`config.mk`:
```
export PLATFORM = sky130hd
export DESIGN_NAME = sla_top
export DESIGN_NICKNAME = d
export VERILOG_FILES = /design/src/include/sla_pkg.sv /design/src/rtl/sla_sync.sv /design/src/rtl/sla_top.sv
export SDC_FILE = /design/constraint.sdc
export NUM_CORES = 1
export LEC_CHECK = 0
export ABC_AREA = 1
export BUFFER_PORTS_ARGS = -buffer_cell sky130_fd_sc_hd__buf_4
export CORE_MARGIN = 10
export CORE_UTILIZATION = 48
export DETAILED_ROUTE_END_ITERATION = 10
export PLACE_DENSITY = 0.75
export SETUP_SLACK_MARGIN = 0.3
export SLEW_MARGIN = 25
export SYNTH_ARGS = -nofsm -noshare
export SYNTH_HDL_FRONTEND = slang
export SYNTH_HIERARCHICAL = 1
export SYNTH_SLANG_ARGS = --single-unit
export TNS_END_PERCENT = 50
```
`constraint.sdc`:
```
create_clock -name clk_i -period 3.8 [get_ports clk_i]
set_input_delay 0.57 -clock clk_i [delete_from_list [all_inputs] [get_ports clk_i]]
set_output_delay 0.57 -clock clk_i [all_outputs]
set_load 0.03 [all_outputs]
```
`src/include/sla_pkg.sv`:
```
package sla_pkg;

    // ------------------------------------------------------------
    // Register map (word offsets are byte addresses)
    // ------------------------------------------------------------
    localparam logic [7:0] CTRL_OFS = 8'h00;
    localparam logic [7:0] STAT_OFS = 8'h04;
    localparam logic [7:0] IRQ_STAT_OFS = 8'h08;
    localparam logic [7:0] IRQ_MASK_OFS = 8'h0C;
    localparam logic [7:0] DUR_OFS = 8'h10;
    localparam logic [7:0] RST_OFS = 8'h14;

    // ------------------------------------------------------------
    // Control register fields
    // ------------------------------------------------------------
    localparam int CTRL_LONG_BIT = 0;
    localparam int CTRL_ALM_POL_BIT = 1;
    localparam int CTRL_WRN_POL_BIT = 2;
    localparam int CTRL_REM_POL_BIT = 3;
    localparam int CTRL_WIDTH = 4;
    localparam logic [3:0] CTRL_RST_VAL = 4'h0;

    // Reset command register: writing a one counts as one reset push
    localparam int RST_PUSH_BIT = 0;

    // ------------------------------------------------------------
    // Interrupt fields
    // ------------------------------------------------------------
    localparam int IRQ_LOSS_BIT = 0;
    localparam int IRQ_LONG_BIT = 1;
    localparam int IRQ_PRESS_BIT = 2;
    localparam int IRQ_WIDTH = 3;

    // ------------------------------------------------------------
    // Timing
    // ------------------------------------------------------------
    localparam int CLK_HZ = 10_000_000;
    localparam int SHORT_THR_S = 1;
    localparam int LONG_THR_S = 2;
    localparam int SHORT_THR_CYC = SHORT_THR_S * CLK_HZ;
    localparam int LONG_THR_CYC = LONG_THR_S * CLK_HZ;
    localparam int DUR_WIDTH = 32;

    // ------------------------------------------------------------
    // Supervisor states
    // ------------------------------------------------------------
    typedef enum logic [2:0] {
        SLA_RUN = 3'b000,
        SLA_OUTAGE = 3'b001,
        SLA_ALM_BUZZ = 3'b010,
        SLA_ALM_HOLD = 3'b011
    } sla_state_t;

    // Logical (unpolarised) contact outputs
    typedef struct packed {
        logic alarm;
        logic warning;
        logic remote;
        logic buzzer;
        logic brake;
    } sla_outs_t;

endpackage

```
`src/rtl/sla_sync.sv`:
```
`timescale 1ns/100ps
// Two flop synchroniser for one level
module sla_sync #(
    parameter logic RST_VAL = 1'b0 // Level held in reset, match the pin's idle level
) (
    input wire logic clk_i, // Clock
    input wire logic rst_i, // Sync reset
    input wire logic d_i, // Async level
    output logic q_o // Synced level
);
    logic meta_ff;
    logic sync_ff;

    // First stage read only by second stage
    always_ff @(posedge clk_i) begin
        if (rst_i) begin
            meta_ff <= RST_VAL;
            sync_ff <= RST_VAL;
        end else begin
            meta_ff <= d_i;
            sync_ff <= meta_ff;
        end
    end

    assign q_o = sync_ff;
endmodule // sla_sync

```
`src/rtl/sla_top.sv`:
```
`timescale 1ns/100ps
module sla_top #(
    parameter int unsigned SHORT_CYC = sla_pkg::SHORT_THR_CYC, // 1 s in cycles
    parameter int unsigned LONG_CYC = sla_pkg::LONG_THR_CYC // 2 s in cycles
) (
    input wire logic clk_i, // 10 MHz clock
    input wire logic rst_i, // Sync reset, high
    input wire logic supply_ok_i, // Mains present, async
    input wire logic press_rise_i, // Rapid pressure rise, async
    input wire logic warn_event_i, // Warning condition, same clock
    input wire logic remote_mode_i, // Remote mode request, same clock
    input wire logic [31:0] wb_adr_i, // Wishbone address
    input wire logic [31:0] wb_dat_i, // Wishbone write data
    input wire logic [3:0] wb_sel_i, // Wishbone byte selects
    input wire logic wb_we_i, // Wishbone write
    input wire logic wb_cyc_i, // Wishbone cycle
    input wire logic wb_stb_i, // Wishbone strobe
    output logic [31:0] wb_dat_o, // Wishbone read data
    output logic wb_ack_o, // Wishbone ack
    output logic alarm_o, // Alarm contact, polarised
    output logic warning_o, // Warning contact, polarised
    output logic remote_o, // Remote contact, polarised
    output logic buzzer_o, // Buzzer drive
    output logic brake_o, // Motor brake request
    output logic irq_o // Interrupt, level high
);

    // ------------------------------------------------------------
    // Input synchronisers
    // ------------------------------------------------------------
    logic supply_s;
    logic press_s;

    // Resets to supply present so release gives no false loss edge
    sla_sync #(
        .RST_VAL(1'b1)
    ) u_sync_supply (
        .clk_i(clk_i),
        .rst_i(rst_i),
        .d_i(supply_ok_i),
        .q_o(supply_s)
    );

    sla_sync u_sync_press (
        .clk_i(clk_i),
        .rst_i(rst_i),
        .d_i(press_rise_i),
        .q_o(press_s)
    );

    // ------------------------------------------------------------
    // Bus slave
    // ------------------------------------------------------------
    logic [3:0] ctrl_ff, nxt_ctrl;
    logic [2:0] imask_ff, nxt_imask;
    logic [2:0] istat_ff, nxt_istat;
    logic ack_ff, nxt_ack;
    logic [31:0] rdat_ff, nxt_rdat;
    logic [31:0] dur_ff, nxt_dur;
    logic [31:0] last_dur_ff, nxt_last_dur;
    logic supply_d_ff, press_d_ff;
    sla_pkg::sla_state_t state_ff, nxt_state;
    sla_pkg::sla_outs_t outs_ff, nxt_outs;
    logic [4:0] pins_ff, nxt_pins;
    logic irq_ff, nxt_irq;

    logic bus_req;
    logic wr_lo;
    logic [7:0] adr;
    logic reset_push;
    logic loss_evt, restore_evt, press_evt, long_evt;
    logic [31:0] thr;

    assign adr = wb_adr_i[7:0];
    assign bus_req = wb_cyc_i && wb_stb_i && !ack_ff;
    assign wr_lo = bus_req && wb_we_i && wb_sel_i[0];
    assign reset_push = wr_lo && (adr == sla_pkg::RST_OFS) && wb_dat_i[sla_pkg::RST_PUSH_BIT];

    // Threshold choice; defaults to 1 s
    assign thr = ctrl_ff[sla_pkg::CTRL_LONG_BIT] ? LONG_CYC : SHORT_CYC;

    // Edge events on synced levels
    assign loss_evt = supply_d_ff && !supply_s;
    assign restore_evt = !supply_d_ff && supply_s;
    assign press_evt = press_s && !press_d_ff;
    assign long_evt = restore_evt && (dur_ff > thr);

    // Register writes, read mux, one cycle ack
    always_comb begin
        nxt_ctrl = ctrl_ff;
        nxt_imask = imask_ff;
        nxt_ack = bus_req;
        nxt_rdat = 32'h0000_0000;
        if (wr_lo && adr == sla_pkg::CTRL_OFS) begin
            nxt_ctrl = wb_dat_i[3:0];
        end
        if (wr_lo && adr == sla_pkg::IRQ_MASK_OFS) begin
            nxt_imask = wb_dat_i[2:0];
        end
        if (bus_req && !wb_we_i) begin
            unique case (adr)
                sla_pkg::CTRL_OFS: nxt_rdat = {28'h000_0000, ctrl_ff};
                sla_pkg::STAT_OFS: nxt_rdat = {24'h00_0000, state_ff, outs_ff};
                sla_pkg::IRQ_STAT_OFS: nxt_rdat = {29'h0000_0000, istat_ff};
                sla_pkg::IRQ_MASK_OFS: nxt_rdat = {29'h0000_0000, imask_ff};
                sla_pkg::DUR_OFS: nxt_rdat = last_dur_ff;
                default: nxt_rdat = 32'h0000_0000; // Unmapped reads zero
            endcase
        end
    end

    // Sticky status: set wins over write-one clear
    always_comb begin
        nxt_istat = istat_ff;
        if (wr_lo && adr == sla_pkg::IRQ_STAT_OFS) begin
            nxt_istat = istat_ff & ~wb_dat_i[2:0];
        end
        nxt_istat[sla_pkg::IRQ_LOSS_BIT] = nxt_istat[sla_pkg::IRQ_LOSS_BIT] | loss_evt;
        nxt_istat[sla_pkg::IRQ_LONG_BIT] = nxt_istat[sla_pkg::IRQ_LONG_BIT] | long_evt;
        nxt_istat[sla_pkg::IRQ_PRESS_BIT] = nxt_istat[sla_pkg::IRQ_PRESS_BIT] | press_evt;
        nxt_irq = |(nxt_istat & nxt_imask);
    end

    // ------------------------------------------------------------
    // Outage timer
    // ------------------------------------------------------------
    // Saturating so a very long outage never wraps to short
    always_comb begin
        nxt_dur = dur_ff;
        nxt_last_dur = last_dur_ff;
        if (loss_evt) begin
            nxt_dur = 32'h0000_0000;
        end else if (!supply_s && dur_ff != 32'hFFFF_FFFF) begin
            nxt_dur = dur_ff + 32'h0000_0001;
        end
        if (restore_evt) begin
            nxt_last_dur = dur_ff;
        end
    end

    // ------------------------------------------------------------
    // Supervisor and contacts
    // ------------------------------------------------------------
    always_comb begin
        nxt_state = state_ff;
        nxt_outs = outs_ff;
        unique case (state_ff)
            sla_pkg::SLA_RUN: begin
                nxt_outs.warning = warn_event_i;
                nxt_outs.remote = remote_mode_i;
                if (loss_evt) begin
                    nxt_state = sla_pkg::SLA_OUTAGE;
                end
            end
            sla_pkg::SLA_OUTAGE: begin
                // Contacts frozen while the length is unknown, except alarm and brake, which a pressure rise still sets
                if (dur_ff > thr) begin
                    nxt_outs.alarm = 1'b1;
                    nxt_outs.buzzer = 1'b1;
                    nxt_outs.remote = 1'b0;
                    nxt_state = sla_pkg::SLA_ALM_BUZZ;
                end else if (restore_evt) begin
                    nxt_state = sla_pkg::SLA_RUN;
                end
            end
            sla_pkg::SLA_ALM_BUZZ: begin
                // Warning keeps its state until a reset
                if (reset_push) begin
                    nxt_outs.buzzer = 1'b0;
                    nxt_outs.warning = 1'b0;
                    nxt_state = sla_pkg::SLA_ALM_HOLD;
                end
            end
            sla_pkg::SLA_ALM_HOLD: begin
                // Second push only counts with supply back
                if (reset_push && supply_s) begin
                    nxt_outs.alarm = 1'b0;
                    nxt_outs.brake = 1'b0;
                    nxt_state = sla_pkg::SLA_RUN;
                end
            end
            default: begin
                nxt_state = sla_pkg::SLA_RUN;
            end
        endcase
        if (press_evt) begin
            nxt_outs.brake = 1'b1;
            nxt_outs.alarm = 1'b1;
        end else if (reset_push && state_ff == sla_pkg::SLA_RUN) begin
            nxt_outs.brake = 1'b0;
            nxt_outs.alarm = 1'b0;
        end
    end

    // Output polarity applied in the registered pin stage
    always_comb begin
        nxt_pins[4] = nxt_outs.alarm ^ ctrl_ff[sla_pkg::CTRL_ALM_POL_BIT];
        nxt_pins[3] = nxt_outs.warning ^ ctrl_ff[sla_pkg::CTRL_WRN_POL_BIT];
        nxt_pins[2] = nxt_outs.remote ^ ctrl_ff[sla_pkg::CTRL_REM_POL_BIT];
        nxt_pins[1] = nxt_outs.buzzer;
        nxt_pins[0] = nxt_outs.brake;
    end

    // ------------------------------------------------------------
    // State registers
    // ------------------------------------------------------------
    always_ff @(posedge clk_i) begin
        if (rst_i) begin
            ctrl_ff <= sla_pkg::CTRL_RST_VAL;
            imask_ff <= 3'h0;
            istat_ff <= 3'h0;
            ack_ff <= 1'b0;
            rdat_ff <= 32'h0000_0000;
            dur_ff <= 32'h0000_0000;
            last_dur_ff <= 32'h0000_0000;
            supply_d_ff <= 1'b1;
            press_d_ff <= 1'b0;
            state_ff <= sla_pkg::SLA_RUN;
            outs_ff <= '0;
            pins_ff <= 5'h00;
            irq_ff <= 1'b0;
        end else begin
            ctrl_ff <= nxt_ctrl;
            imask_ff <= nxt_imask;
            istat_ff <= nxt_istat;
            ack_ff <= nxt_ack;
            rdat_ff <= nxt_rdat;
            dur_ff <= nxt_dur;
            last_dur_ff <= nxt_last_dur;
            supply_d_ff <= supply_s;
            press_d_ff <= press_s;
            state_ff <= nxt_state;
            outs_ff <= nxt_outs;
            pins_ff <= nxt_pins;
            irq_ff <= nxt_irq;
        end
    end

    assign wb_ack_o = ack_ff;
    assign wb_dat_o = rdat_ff;
    assign alarm_o = pins_ff[4];
    assign warning_o = pins_ff[3];
    assign remote_o = pins_ff[2];
    assign buzzer_o = pins_ff[1];
    assign brake_o = pins_ff[0];
    assign irq_o = irq_ff;

endmodule // sla_top

```
==> impl_metrics.toml <==
[status]
status = "finished clean"

[power_and_ir_drop]
ir_worst_vdd_mv = 0.383
power_density_mw_per_mm2 = 458
report.power.total_mw = 3.12
swShare_pct = 22.2
p_int_mw = 2.43
p_leak_nw = 2.86
comb_power_share_pct = 4.6
seqPwrFrac_pct = 42.9
power.switching_mw = 0.694
power.share.clock_pct = 52.5

[place]
dp_hpwl_mm = 9.88
gp_congestion = 0.936
placed_area_sq_mm = 0.00620
port_buffers = 60

[clock_tree]
clk_pin_slew_worst_paths_ps = 60
cts_root_buffer = "clkbuf_16"
clk_path_buf_depth = 2
tritoncts = "built"
post_cts_buffers = 0
clkLatencyLatePin_ps = 410
clkSinkCount = 124
numCtsBuffers = 17
cts_resized = 0
cts_hold_buf = 0
h-tree-depth = 4

[final_layout]
final_cell_mix = "nand2_1, dfxtp_1, inv_1, a21oi_1, nor2_1"
nNetsFinal = 903
drive_above_1_share_pct = 15.8
syn_to_final_growth_pct = 21.0
postLayoutCellArea_sq_mm = 0.00681
diodes = 0
layout_commonest_cell = "nand2_1"

[floorplanning]
initial_core_util_pct = 49.1
boundaryPins = 116
rows = 39
die_w_um = 128
die_h_um = 128
dieArea_sq_mm = 0.0165
core_region_area_sq_mm = 0.0115

[timing]
slew_headroom_pct = 34.8
report.final.slew_viol_count = 0
fmaxAchievable_ghz = 0.388
tightestPinTransition_ps = 975
finalSetupViolCount = 0
rsz0062_at_grt = "false"
fin_crit_ps = 2580
tns_ps = 0
finalClockSkew_ps = 6.38
fin_crit_sh_pct = 67.8
final_hold_viol_count = 0
finalHoldWorstSlack_ps = 333

[worst_hold_path]
hp-class = "primary input to flip-flop"
hold_end = "u_sync_supply/meta_ff"
holdPathStages = 3
min-delay-start = "supply_ok_i"

[grt]
grt_overflow = 0
antenna_found_initial = 0
grt_pass1_vias = 4613
grt_max_degree = 49
grt_pass1_wl_mm = 22.6
track_usage_pct = 16.7

[synth]
synth_seq_area_share_pct = 44.1
synth_top_area_share_pct = 44.1
mappedNetlistArea_sq_mm = 0.00563
netlist_instances = 746
ys_warn_count = 6
synth_async_sr_flop_share_pct = 0
synth-main-ff-cell = "dfxtp_1"
synthesis.nets = 841
ys_ff_latch = 124
synth.area.top_cells = "dfxtp_1, nand2_1, a21oi_1, inv_1, nor2_1"
synth_cell_types = 40
syn_area_per_cell_sq_um = 7.55
yosys.area.top_type = "dfxtp_1"
synth_edf_count = 0

[setup_path]
reg2reg_slack_ps = 1220
ff2ff_path_depth = 12
cp-end-kind = "flip-flop"
cp_max_fo = 8
required_ps = 4150
r2r_start = "ctrl_ff[0]"
path_class = "flip-flop to flip-flop"
rr_endpoint = "irq_o"
crit_arrival_ps = 2930
critPathLaunchType = "flip-flop"

[drt]
vias = 5110
vias_per_cell = 5.30
ant_nets = 0
drt-initial-drc-count = 633
first_pass_iters = 6
drc = 0
drt-total-wl_mm = 13.7
wl_per_cell_um = 14.2

[job]
maxCapViolCount = 0
## cell usage after synthesis, types with 3 or more instances
master and instances:
nor3b_1 19, inv_1 88, dfxtp_1 124, nand4_1 9, nand3b_1 4, nor3_1 25, a21oi_1 74, o21a_1 3
nor3_2 7, nor2_2 5, buf_2 3, inv_2 6, xor2_1 13, nand3_1 31, nand2_2 3, ha_1 18
a31oi_1 3, nand2_1 149, nor2_1 69, o21ai_0 48, clkbuf_1 16
## how the worst max path moves through the flow
| stage | start | to | slack [ps] | cells after the start |
|---|---|---|---|---|
| final | ctrl_ff[0] | irq_o | 1220 | 12 |
| after global routing | ctrl_ff[0] | state_ff[1] | 1010 | 14 |
| after CTS | ctrl_ff[0] | pins_ff[4] | 1280 | 13 |
| after detailed placement | wb_adr_i[1] | wb_dat_o[0] | 1260 | 8 |
| after global placement | ctrl_ff[0] | pins_ff[4] | 1300 | 13 |
| after floorplan | ctrl_ff[0] | pins_ff[4] | 1890 | 13 |
## area by class of cell
class / count / area, sq um
Multi-Input combinational cell: 506 / 2710
Inverter: 96 / 360
Sequential cell: 124 / 2480
Fill cell: 1014 / 4650
Clock inverter: 13 / 166
Timing Repair Buffer: 63 / 473
Tap cell: 143 / 179
Clock buffer: 19 / 443
## flip-flops by register name (all words and copies together) (netlist names), named ones only
| signal | cells |
|---|---|
| dur_ff | 32 |
| last_dur_ff | 32 |
| wb_dat_o | 32 |
| ctrl_ff | 4 |
| pins_ff | 4 |
| imask_ff | 3 |
| istat_ff | 3 |
| outs_ff | 3 |
| state_ff | 2 |
| irq_o | 1 |
| press_d_ff | 1 |
| supply_d_ff | 1 |
| u_sync_press/meta_ff | 1 |
| u_sync_press/q_o | 1 |
| u_sync_supply/meta_ff | 1 |
| u_sync_supply/q_o | 1 |
| wb_ack_o | 1 |
## routing by layer
metal | GRT usage [%] | vias up | part of all wire, %
li1 | - | 2571 | -
met1 | 23.5 | 2319 | 46
met2 | 23.9 | 203 | 43
met3 | 5.21 | 17 | 9.4
met4 | 4.30 | 0 | 1.1
met5 | 0 | - | 0
## power groups by stage
stage                     clock network, mW  logic [mW]  registers [mW]
after CTS                              1.65       0.143            1.34
after global routing                   1.70       0.161            1.34
after detailed placement                  0       0.141            1.37
final                                  1.64       0.143            1.34
after global placement                    0       0.139            1.37
after floorplan                           0      0.0851            1.37
## critical path, cell delays in order (launching register included)
cell	delay (ps)
dfxtp_1	580
inv_1	280
ha_1	350
nand2_1	50
nor3_1	220
nand3b_1	110
nor2_1	220
nand2_1	70
nand2_1	90
nand2_1	80
o21ai_0	240
nand2_1	110
nand2_1	100
## kinds of logic (layout without fill, tap and decap cells)
family,count (synthesis),in the layout,share of synthesized area (%)
buffers and inverters,116,191,7.82
AND/OR/NAND/NOR,335,335,28.8
AO/OA/AOI/OAI,138,138,13.0
XOR/XNOR,15,15,2.33
flip-flops,124,124,44.1
adder cells (fa/ha/maj),18,18,4.00
## stage by stage
| step | instances | util, % | worst slack, ps |
|---|---|---|---|
| floorplan | 746 | - | 1890 |
| global placement | 932 | 54.1 | 1300 |
| detailed placement | 932 | 54.1 | 1260 |
| CTS | 964 | 59.4 | 1280 |
| global route | 964 | 59.4 | 1010 |
| finish | 964 | 59.4 | 1220 |
Power figures use the tool's default switching activity.
